**src/common/upsg_pkg.sv**
```systemverilog
package upsg_pkg;

    localparam logic [11:0] CFG_OFF = 12'h000;
    localparam logic [11:0] TIMEOUT_OFF = 12'h004;
    localparam logic [11:0] STATUS_OFF = 12'h008;

    localparam int CLK_NS = 10;
    localparam int TICK_NS = 1_000_000;
    localparam int TICK_CYC = TICK_NS / CLK_NS;
    localparam logic [15:0] WAKE_MS = 16'h000F;
    localparam logic [15:0] WINDOW_MS = 16'h001E;
    localparam int SLEEP_S = 31;
    localparam logic [15:0] SLEEP_MS = 16'(SLEEP_S * 1000);
    localparam logic [15:0] TIMEOUT_RST = 16'h07D0;

    localparam logic [2:0] SET_OFF = 3'h0;
    localparam logic [2:0] SET_CYCLIC = 3'h1;
    localparam logic [2:0] SET_RTS = 3'h2;
    localparam logic [2:0] SET_DTR = 3'h3;
    localparam logic [2:0] SET_CYCLIC_ALT = 3'h4;
    localparam logic [2:0] VAR_DUAL_MIN = 3'h2;
    localparam logic [2:0] VAR_MAX = 3'h4;

    localparam int CFG_SET_LSB = 0;
    localparam int CFG_VAR_LSB = 4;
    localparam int CFG_FLOW_BIT = 8;

    typedef enum logic [1:0] {
        ST_ACTIVE = 2'b00,
        ST_IDLE = 2'b01,
        ST_WAKE = 2'b11
    } upsg_state_t;

    typedef struct packed {
        logic flow;
        logic [2:0] variant;
        logic [2:0] power_save_setting;
    } upsg_cfg_t;

    localparam upsg_cfg_t CFG_RST = '{flow: 1'b1, variant: 3'h0, power_save_setting: SET_OFF};

endpackage

```
**src/hdl/upsg_top.sv**
```systemverilog
// The register addresses and register access over APB are this design's own decisions.
`timescale 1ns/1ns
module upsg_top #(
    parameter int TICK_CYCLES = upsg_pkg::TICK_CYC
) (
    input wire logic pclk,
    input wire logic presetn,
    input wire logic psel,
    input wire logic penable,
    input wire logic pwrite,
    input wire logic [11:0] paddr,
    input wire logic [31:0] pwdata,
    output logic [31:0] prdata,
    output logic pready,
    output logic pslverr,
    input wire logic txd_pin,
    input wire logic rts_n_pin,
    input wire logic dtr_n_pin,
    output logic rxd_pin,
    output logic dcd_pin,
    output logic cts_n_pin,
    output logic txd_pullup_en,
    output logic dtr_pullup_en,
    input wire logic net_registered,
    input wire logic core_tx_pending,
    input wire logic core_tx_active,
    input wire logic core_tx_bit,
    input wire logic core_aux_bit,
    output logic core_tx_allowed,
    input wire logic core_rx_char_done,
    output logic core_rxd,
    output logic core_rx_enable,
    output logic module_active
);

    ////////////////////////////////////////////////////////////////////////////////

    typedef struct packed {
        upsg_pkg::upsg_cfg_t cfg;
        logic [15:0] timeout_ms;
        upsg_pkg::upsg_state_t st;
        logic [15:0] tmr;
        logic [31:0] div;
        logic [2:0] sync1;
        logic [2:0] sync2;
        logic rts_prev;
        logic dtr_prev;
        logic txd_prev;
        logic rxd;
        logic dcd;
        logic cts_n;
        logic reject;
        logic [31:0] rdata;
    } upsg_regs_t;

    upsg_regs_t s_r;
    upsg_regs_t s_nxt;

    logic txd_s;
    logic rts_on;
    logic dtr_on;
    logic ms_tick;
    logic cyc_set;
    logic rx_en;
    logic tx_ok;
    logic hit_cfg;
    logic hit_tmo;
    logic hit_sts;
    logic wr_cfg;
    logic rts_rise;
    logic dtr_rise;
    logic txd_fall;
    logic [15:0] active_limit;
    upsg_pkg::upsg_cfg_t cfg_req;

    function automatic logic cfg_ok(upsg_pkg::upsg_cfg_t c);
        logic ok;
        ok = (c.power_save_setting <= upsg_pkg::SET_CYCLIC_ALT) && (c.variant <= upsg_pkg::VAR_MAX);
        if (c.power_save_setting == upsg_pkg::SET_RTS && c.flow) begin
            ok = 1'b0;
        end
        if (c.power_save_setting == upsg_pkg::SET_DTR && c.variant >= upsg_pkg::VAR_DUAL_MIN) begin
            ok = 1'b0;
        end
        return ok;
    endfunction

    ////////////////////////////////////////////////////////////////////////////////

    // Only the second synchroniser stage is looked at; the first stays private to it.
    assign txd_s = s_r.sync2[0];
    assign rts_on = !s_r.sync2[1];
    assign dtr_on = !s_r.sync2[2];
    assign rts_rise = rts_on && s_r.rts_prev;
    assign dtr_rise = dtr_on && s_r.dtr_prev;
    assign txd_fall = !txd_s && s_r.txd_prev;
    assign ms_tick = (s_r.div == 32'(TICK_CYCLES - 1));
    assign cyc_set = (s_r.cfg.power_save_setting == upsg_pkg::SET_CYCLIC) ||
                     (s_r.cfg.power_save_setting == upsg_pkg::SET_CYCLIC_ALT);
    assign active_limit = net_registered ? s_r.timeout_ms : upsg_pkg::WINDOW_MS;

    assign hit_cfg = (paddr == upsg_pkg::CFG_OFF);
    assign hit_tmo = (paddr == upsg_pkg::TIMEOUT_OFF);
    assign hit_sts = (paddr == upsg_pkg::STATUS_OFF);
    assign wr_cfg = psel && penable && pwrite && hit_cfg;
    assign cfg_req = '{flow: pwdata[upsg_pkg::CFG_FLOW_BIT],
                       variant: pwdata[upsg_pkg::CFG_VAR_LSB +: 3],
                       power_save_setting: pwdata[upsg_pkg::CFG_SET_LSB +: 3]};

    // Host data reaches the receiver only while the port is up and its gate line is on.
    always_comb begin
        rx_en = (s_r.st == upsg_pkg::ST_ACTIVE);
        if (s_r.cfg.power_save_setting == upsg_pkg::SET_RTS && !rts_on) begin
            rx_en = 1'b0;
        end
        if (s_r.cfg.power_save_setting == upsg_pkg::SET_DTR && !dtr_on) begin
            rx_en = 1'b0;
        end
    end

    // Without flow control the host's readiness is not consulted, so unready hosts lose data.
    always_comb begin
        tx_ok = (s_r.st == upsg_pkg::ST_ACTIVE) || core_tx_pending;
        if (s_r.cfg.flow && !rts_on) begin
            tx_ok = 1'b0;
        end
    end

    ////////////////////////////////////////////////////////////////////////////////

    always_comb begin
        s_nxt = s_r;
        s_nxt.sync1 = {dtr_n_pin, rts_n_pin, txd_pin};
        s_nxt.sync2 = s_r.sync1;
        s_nxt.rts_prev = !rts_on;
        s_nxt.dtr_prev = !dtr_on;
        s_nxt.txd_prev = txd_s;
        s_nxt.div = ms_tick ? 32'h0000_0000 : s_r.div + 32'h0000_0001;
        if (ms_tick && s_r.tmr != 16'hFFFF) begin
            s_nxt.tmr = s_r.tmr + 16'h0001;
        end

        case (s_r.st)
            upsg_pkg::ST_ACTIVE: begin
                if (cyc_set) begin
                    if (core_rx_char_done || core_tx_active || core_tx_pending) begin
                        s_nxt.tmr = 16'h0000;
                    end else if (s_r.tmr >= active_limit) begin
                        s_nxt.st = upsg_pkg::ST_IDLE;
                        s_nxt.tmr = 16'h0000;
                    end
                end else if (s_r.cfg.power_save_setting == upsg_pkg::SET_RTS) begin
                    if (!rts_on && !core_tx_pending) begin
                        s_nxt.st = upsg_pkg::ST_IDLE;
                        s_nxt.tmr = 16'h0000;
                    end
                end else if (s_r.cfg.power_save_setting == upsg_pkg::SET_DTR) begin
                    if (!dtr_on && !core_tx_pending) begin
                        s_nxt.st = upsg_pkg::ST_IDLE;
                        s_nxt.tmr = 16'h0000;
                    end
                end
            end
            upsg_pkg::ST_IDLE: begin
                s_nxt.tmr = s_r.tmr;
                if (ms_tick && s_r.tmr != 16'hFFFF) begin
                    s_nxt.tmr = s_r.tmr + 16'h0001;
                end
                if (s_r.cfg.power_save_setting == upsg_pkg::SET_OFF || core_tx_pending) begin
                    s_nxt.st = upsg_pkg::ST_ACTIVE;
                    s_nxt.tmr = 16'h0000;
                end else if (cyc_set && s_r.tmr >= upsg_pkg::SLEEP_MS) begin
                    s_nxt.st = upsg_pkg::ST_ACTIVE;
                    s_nxt.tmr = 16'h0000;
                end else if (cyc_set && !s_r.cfg.flow && txd_fall) begin
                    s_nxt.st = upsg_pkg::ST_WAKE;
                    s_nxt.tmr = 16'h0000;
                end else if ((s_r.cfg.power_save_setting == upsg_pkg::SET_RTS && rts_rise) ||
                             (s_r.cfg.power_save_setting == upsg_pkg::SET_DTR && dtr_rise)) begin
                    s_nxt.st = upsg_pkg::ST_WAKE;
                    s_nxt.tmr = 16'h0000;
                end
            end
            upsg_pkg::ST_WAKE: begin
                if (s_r.cfg.power_save_setting == upsg_pkg::SET_OFF || s_r.tmr >= upsg_pkg::WAKE_MS) begin
                    s_nxt.st = upsg_pkg::ST_ACTIVE;
                    s_nxt.tmr = 16'h0000;
                end
            end
            default: begin
                s_nxt.st = upsg_pkg::ST_ACTIVE;
                s_nxt.tmr = 16'h0000;
            end
        endcase

        // RXD and DCD sit at OFF unless the core is really shifting a character out.
        s_nxt.rxd = (tx_ok && core_tx_active) ? core_tx_bit : 1'b1;
        s_nxt.dcd = (tx_ok && core_tx_active && s_r.cfg.variant >= upsg_pkg::VAR_DUAL_MIN) ?
                    core_aux_bit : 1'b1;
        if (s_r.cfg.flow) begin
            s_nxt.cts_n = (s_nxt.st != upsg_pkg::ST_ACTIVE);
        end else begin
            s_nxt.cts_n = 1'b0;
        end
        if (s_r.cfg.power_save_setting == upsg_pkg::SET_OFF) begin
            s_nxt.cts_n = 1'b0;
        end

        // A refused write leaves the old configuration in force and raises a flag.
        if (wr_cfg) begin
            if (cfg_ok(cfg_req)) begin
                s_nxt.cfg = cfg_req;
                s_nxt.reject = 1'b0;
            end else begin
                s_nxt.reject = 1'b1;
            end
        end
        if (psel && penable && pwrite && hit_tmo) begin
            s_nxt.timeout_ms = pwdata[15:0];
        end

        if (psel && !penable) begin
            if (hit_cfg) begin
                s_nxt.rdata = {23'h00_0000, s_r.cfg.flow, 1'b0, s_r.cfg.variant, 1'b0, s_r.cfg.power_save_setting};
            end else if (hit_tmo) begin
                s_nxt.rdata = {16'h0000, s_r.timeout_ms};
            end else if (hit_sts) begin
                s_nxt.rdata = {24'h00_0000, 1'b0, s_r.reject, s_r.cts_n, tx_ok, rx_en, 1'b0, s_r.st};
            end else begin
                s_nxt.rdata = 32'h0000_0000;
            end
        end
    end

    always_ff @(posedge pclk or negedge presetn) begin
        if (!presetn) begin
            s_r.cfg <= upsg_pkg::CFG_RST;
            s_r.timeout_ms <= upsg_pkg::TIMEOUT_RST;
            s_r.st <= upsg_pkg::ST_ACTIVE;
            s_r.tmr <= 16'h0000;
            s_r.div <= 32'h0000_0000;
            s_r.sync1 <= 3'h7;
            s_r.sync2 <= 3'h7;
            s_r.rts_prev <= 1'b1;
            s_r.dtr_prev <= 1'b1;
            s_r.txd_prev <= 1'b1;
            s_r.rxd <= 1'b1;
            s_r.dcd <= 1'b1;
            s_r.cts_n <= 1'b0;
            s_r.reject <= 1'b0;
            s_r.rdata <= 32'h0000_0000;
        end else begin
            s_r <= s_nxt;
        end
    end

    ////////////////////////////////////////////////////////////////////////////////

    assign prdata = s_r.rdata;
    assign pready = 1'b1;
    assign pslverr = psel && penable && !(hit_cfg || hit_tmo || hit_sts);
    assign rxd_pin = s_r.rxd;
    assign dcd_pin = s_r.dcd;
    assign cts_n_pin = s_r.cts_n;
    assign txd_pullup_en = 1'b1;
    assign dtr_pullup_en = 1'b1;
    assign core_tx_allowed = tx_ok;
    // The host must hold back while asleep; anything it sends anyway is masked here.
    assign core_rxd = rx_en ? txd_s : 1'b1;
    assign core_rx_enable = rx_en;
    assign module_active = (s_r.st == upsg_pkg::ST_ACTIVE);
endmodule

```
**config.mk**
```make
export PLATFORM = sky130hd
export DESIGN_NAME = upsg_top
export DESIGN_NICKNAME = d
export VERILOG_FILES = /design/src/common/upsg_pkg.sv /design/src/hdl/upsg_top.sv
export SDC_FILE = /design/constraint.sdc
export NUM_CORES = 1
export LEC_CHECK = 0
export ABC_AREA = 1
export ABC_CLOCK_PERIOD_IN_PS = 2000
export BUFFER_PORTS_ARGS = -buffer_cell sky130_fd_sc_hd__buf_2
export CAP_MARGIN = 20
export CORE_ASPECT_RATIO = 1.5
export CORE_MARGIN = 2
export CORE_UTILIZATION = 43
export DETAILED_ROUTE_END_ITERATION = 10
export PLACE_DENSITY = 0.66
export SYNTH_ARGS = -nofsm -noshare
export SYNTH_HDL_FRONTEND = slang
export SYNTH_SLANG_ARGS = --single-unit
```
**constraint.sdc**
```tcl
create_clock -name pclk -period 2 [get_ports pclk]
set_input_delay 0.2 -clock pclk [delete_from_list [all_inputs] [get_ports pclk]]
set_output_delay 0.2 -clock pclk [all_outputs]
set_load 0.02 [all_outputs]
```
-- After elaboration in Yosys (flattened, before gate mapping)
Index checks and enable logic that the tools add are counted.
- add/subtract/negate cells: 2
- order comparisons: 7
- equality and inequality tests: 12
- muxes and demuxes: 32
- reductions and logical operators: 46
- operator list (cell ; count):
    two-way mux 18 bit ; 11
    two-way mux 16 bit ; 5
    case mux 18 bit (3 select lines) ; 1
    adder 32 x 1 -> 32 bit, second input constant ; 1
    == test 32 x 17 -> 1 bit, second input constant ; 1
    two-way mux 32 bit ; 1
    logical AND 1 bit ; 25
    adder 16 x 1 -> 16 bit, second input constant ; 1
    >= comparator 16 x 15 -> 1 bit, second input constant ; 1
    >= comparator 16 bit ; 1
    >= comparator 16 x 4 -> 1 bit, second input constant ; 1
    inequality test 16 bit, second input constant ; 1
    == test 12 x 3 -> 1 bit, second input constant ; 1
    == test 12 x 4 -> 1 bit, second input constant ; 1
    == test 3 x 2 -> 1 bit, second input constant ; 4
    logical NOT 12 bit ; 1
    two-way mux 1 bit ; 12
    logical OR 1 bit ; 9
    logical NOT 1 bit ; 7
    two-way mux 7 bit ; 1
    >= comparator 3 x 2 -> 1 bit, second input constant ; 2
    <= comparator 3 bit, second input constant ; 2
    == test 3 x 1 -> 1 bit, second input constant ; 1
    == test 3 bit, second input constant ; 1
    7 further kinds ; 7
- flip-flop bits (word level): 118
- input port bits: 58
- output and inout port bits: 43
- logic and storage cells: 116

-- Depth between registers and ports, before layout
- depth after elaboration: 12
- gate-level depth with buffers: 16
- mapped depth without buffers: 16

-- Worst setup path before layout
No wires, ideal clock.
- path type: reg-to-reg
- start point: register s_r[102] (netlist bit)
- end point: register s_r[77] (netlist bit)
- setup time: 128 ps
- data arrival time: 1827 ps
- required time: 1872 ps
- slack: 44 ps
- cell stages (with the launch flop): 15
- buffers on the path: 1
- period minus slack after synthesis: 1956 ps
- path through: dfstp_2 nand2_1 ha_1 nand2_1 inv_1 nand2_1 nor2_1 nor2_1 nand2_1 nand2_1 nand3_1 nand2_1 nand2_1 buf_2 a21oi_2
- RTL lines (what ; RTL line ; text):
    start, declared ; upsg_top.sv:56 ; upsg_regs_t s_r;
    start signal, assigned ; upsg_top.sv:253 ; s_r <= s_nxt;

==> impl_metrics.py <==
metrics = {
    "timing": {
        "holdWs_ns": 0.0202,
        "timing.final.max_slew_violations": 0,
        "max_freq_mhz": 492,
        "setup_tns_ns": -0.241,
        "timing.final.ws_setup_ns": -0.0313,
        "tightest_slew_ns": 0.542,
        "setup_viol": 16,
        "rsz0062_at_grt": "true",
        "fin_crit_ns": 2.03,
        "slew_headroom_pct": 63.9,
        "hold_viol_final": 0,
        "finClkSkew_ns": 0.00870,
        "fin_crit_sh_pct": 102,
    },
    "worst_setup_path": {
        "rr_worst_depth": 14,
        "arrival_ns": 2.32,
        "endpoint_kind": "register",
        "slowest_delay_ns": 0.56,
        "worstSetupStartpointType": "register",
        "worstSetupPathType": "reg2reg",
        "critPathRequiredTime_ns": 2.29,
        "rrSetupSlack_ns": -0.03,
        "crit_slowest_cell": "dfstp_2",
        "crit_buf_inv": 2,
        "crit_fanout": 8,
        "crit_family": "simple AND/OR/NAND/NOR gates",
        "crit_path_cell_trace": "nand2_2 > ha_4 > nand2_1 > inv_2 > nand2_1 > nor2_1 > nor2_1 > nand2_1 > nand2_2 > nand3_2 > nand2_2 > nand2_4 > buf_16 > a21oi_4",
        "r2r_end": "s_r[92]",
        "r2r_start": "s_r[102]",
    },
    "synthesis": {
        "yosysWarnings": 0,
        "ys_ff_latch": 102,
        "synth_area_leader_cell": "dfrtp_1",
        "synthFlopType": "dfrtp_1",
        "synth-simple-area-share_pct": 26.4,
        "synth_compound_area_share_pct": 7.70,
        "synthArstFlopShare_pct": 100,
        "synth.area.mux_share_pct": 2.20,
        "synth-xor-area-share_pct": 5.69,
        "syn_avg_cell_area_sq_um": 8.07,
        "synthAdderAreaFrac_pct": 3.86,
        "ys_types": 42,
        "yosys-top-cells-area": "dfrtp_1 (34%), nand2_1 (10%), dfstp_2 (7.7%)",
        "yosysTopAreaCellShare_pct": 34.1,
        "synth_top_family_by_area": "simple AND/OR/NAND/NOR gates",
        "yosysSeqAreaShare_pct": 41.8,
        "synth_edf_count": 0,
        "synthCells": 763,
        "synth_area_sq_um": 6160,
    },
    "die": {
        "dieArea_sq_um": 15300,
        "num_io_pins": 101,
        "die_h_um": 151,
        "core_sq_um": 14000,
        "die_x_um": 102,
        "rows": 53,
        "initial_core_util_pct": 44.0,
    },
    "grt": {
        "grt_pass1_wl_um": 24900,
        "grt_max_degree": 41,
        "grt_overflow": 0,
        "antenna_found_initial": 0,
        "track_usage_pct": 21.3,
        "grt_pass1_vias": 5196,
    },
    "clock_tree": {
        "clkTransAtPathRegs_ns": 0.07,
        "clock_latency_ns": 0.36,
        "cts_made_buffers": 9,
        "clockBufferDepth": 2,
        "cts_root_buffer": "clkbuf_16",
        "tritoncts": "built",
        "clock_sinks": 102,
        "cts_max_level": 3,
    },
    "power": {
        "leakage_nw": 3.64,
        "p_total_mw": 4.33,
        "power_density_nw_per_um2": 590,
        "vdd_drop_max_v": 0.000329,
    },
    "layout": {
        "fillCellCount": 1334,
        "post-route-cell-area_sq_um": 7340,
        "num_antenna_cells": 0,
        "finalNetCount": 940,
        "syn_to_final_growth_pct": 19.2,
        "drive_above_1_share_pct": 26.0,
    },
    "drt": {
        "num_vias": 5285,
        "routed_wl_um": 15500,
        "firstDrtPassIters": 4,
        "final_antenna_net_count": 0,
        "drc": 0,
        "drt_iter0_markers": 184,
        "viasPerCell": 4.99,
        "wl_per_cell_um": 14.6,
    },
    "min_path": {
        "hp-start": "core_tx_bit",
        "holdPathEnd": "rxd_pin",
        "worst_hold_path_type": "in2reg",
        "hold_depth": 3,
    },
    "placement": {
        "dp_hpwl_um": 12000,
        "place.gp.congestion": 0.938,
        "portBuffers": 65,
        "placed_area_sq_um": 6820,
    },
    "run": {
        "drv_cap": 0,
    },
    "outcome": {
        "violations": "setup timing",
        "status": "complete, but fails checks",
    },
}
-- metal layers --
metal	part of all wire, %	track usage [%]	vias up
li1	-	-	2617
met1	38	22.2	2492
met2	54	39.4	131
met3	3.5	3.53	45
met4	4.8	12.0	0
met5	0	0	-
-- final cells by class --
cell class	instances	area [sq um]	share of cell area [%]
multi-input combinational	522	3010	41.0
sequential	102	2570	35.1
timing repair buffer	119	801	10.9
inverter	109	409	5.57
clock buffer	11	264	3.60
tap	192	240	3.27
clock inverter	5	43.8	0.597
-- report_power, final --
group          leakage (nW)  total, mW  switching, mW  internal (mW)
Sequential             1.30       2.12         0.0170           2.10
Clock                 0.154       1.81          0.832          0.976
Combinational          2.19      0.407          0.268          0.139
-- flip-flops by register name, indices dropped and copies added, names as in the netlist --
name and cells:
cts_n_pin 1, s_nxt 6, rxd_pin 1, prdata 16
s_r 77, dcd_pin 1
-- stage by stage --
| step | cells | setup WS, ns | util [%] |
|---|---|---|---|
| floorplan | 780 | 0.0445 | - |
| detailed placement | 1035 | -0.0680 | 48.8 |
| global route | 1060 | -0.136 | 52.5 |
| global placement | 1035 | -0.0281 | 48.8 |
| finish | 1060 | -0.0313 | 52.5 |
| CTS | 1058 | 0.000702 | 51.9 |
-- worst max path at each step --
stage / from / endpoint / slack, ns / cells past startpoint
after global placement: net_registered / s_r[85] / -0.03 / 11
after floorplan: s_r[102] / s_r[77] / 0.04 / 14
after CTS: s_r[105] / s_r[79] / 0.0007 / 10
after detailed placement: s_r[104] / s_r[85] / -0.07 / 10
final: s_r[102] / s_r[92] / -0.03 / 14
after global routing: s_r[99] / s_r[92] / -0.14 / 14
-- kinds of logic after synthesis --
family / count (synthesis)
xor gates and xnor gates: 40
adders and majority gates: 19
AOI/OAI and AO/OA: 78
buffers and inverters: 156
DFF: 102
and+or+nand+nor: 354
other: 2
muxes: 12
-- Yosys cell counts (2+ instances only) --
cell        n
nand3b_1    2
xnor2_1     3
nor3b_1     2
a31oi_1     4
buf_4      36
dfstp_2    18
a21oi_1    26
nor2_4      2
a21oi_2    10
nand2_1   164
a22o_1      7
ha_1       19
nor3_1     30
o211ai_1    2
nand3_1    32
nand2_2    15
o21ai_0    24
buf_2       7
inv_1      99
inv_2       9
clkbuf_1    2
nor4_1      8
a221oi_1    2
nand4_1    26
nor2_2      5
nor3_2      4
o21ai_1     2
mux2_2     11
nor2_1     59
dfrtp_1    84
xor2_1     37
conb_1      2
-- worst reg2reg max path, stage by stage (launching register included) --
cell and delay [ns]:
dfstp_2 0.56, nand2_2 0.08, ha_4 0.24, nand2_1 0.08, inv_2 0.04, nand2_1 0.07
nor2_1 0.05, nor2_1 0.10, nand2_1 0.08, nand2_2 0.09, nand3_2 0.09, nand2_2 0.10
nand2_4 0.09, buf_16 0.18, a21oi_4 0.12
-- cells in the final DEF (no fill, tap or decap), types with 6 or more instances in the layout --
master     instances
nand2_1          159
nand2_2           19
nand3_1           31
inv_2             10
a21oi_2           14
xor2_1            37
conb_1            19
buf_4             47
nor2_1            56
o21ai_0           23
a21oi_1           21
nor3_1            30
inv_1             98
a22o_1             7
mux2_2            11
clkbuf_16         10
buf_2             64
dfstp_2           18
nor2_2             6
dfrtp_1           84
nand4_1           26
ha_1              16
nor4_1             8
-- repair_timing --
item                                    4_1_cts  5_1_grt
resized for setup                            12       14
pin swaps                                     3        9
buffers inserted                              2        2
endpoints found under the setup margin       16       18
endpoints found under the hold margin        36        0
hold buffers                                  4        0
gates cloned                                  1        0
No activity file was read; power rests on OpenSTA's default activity.
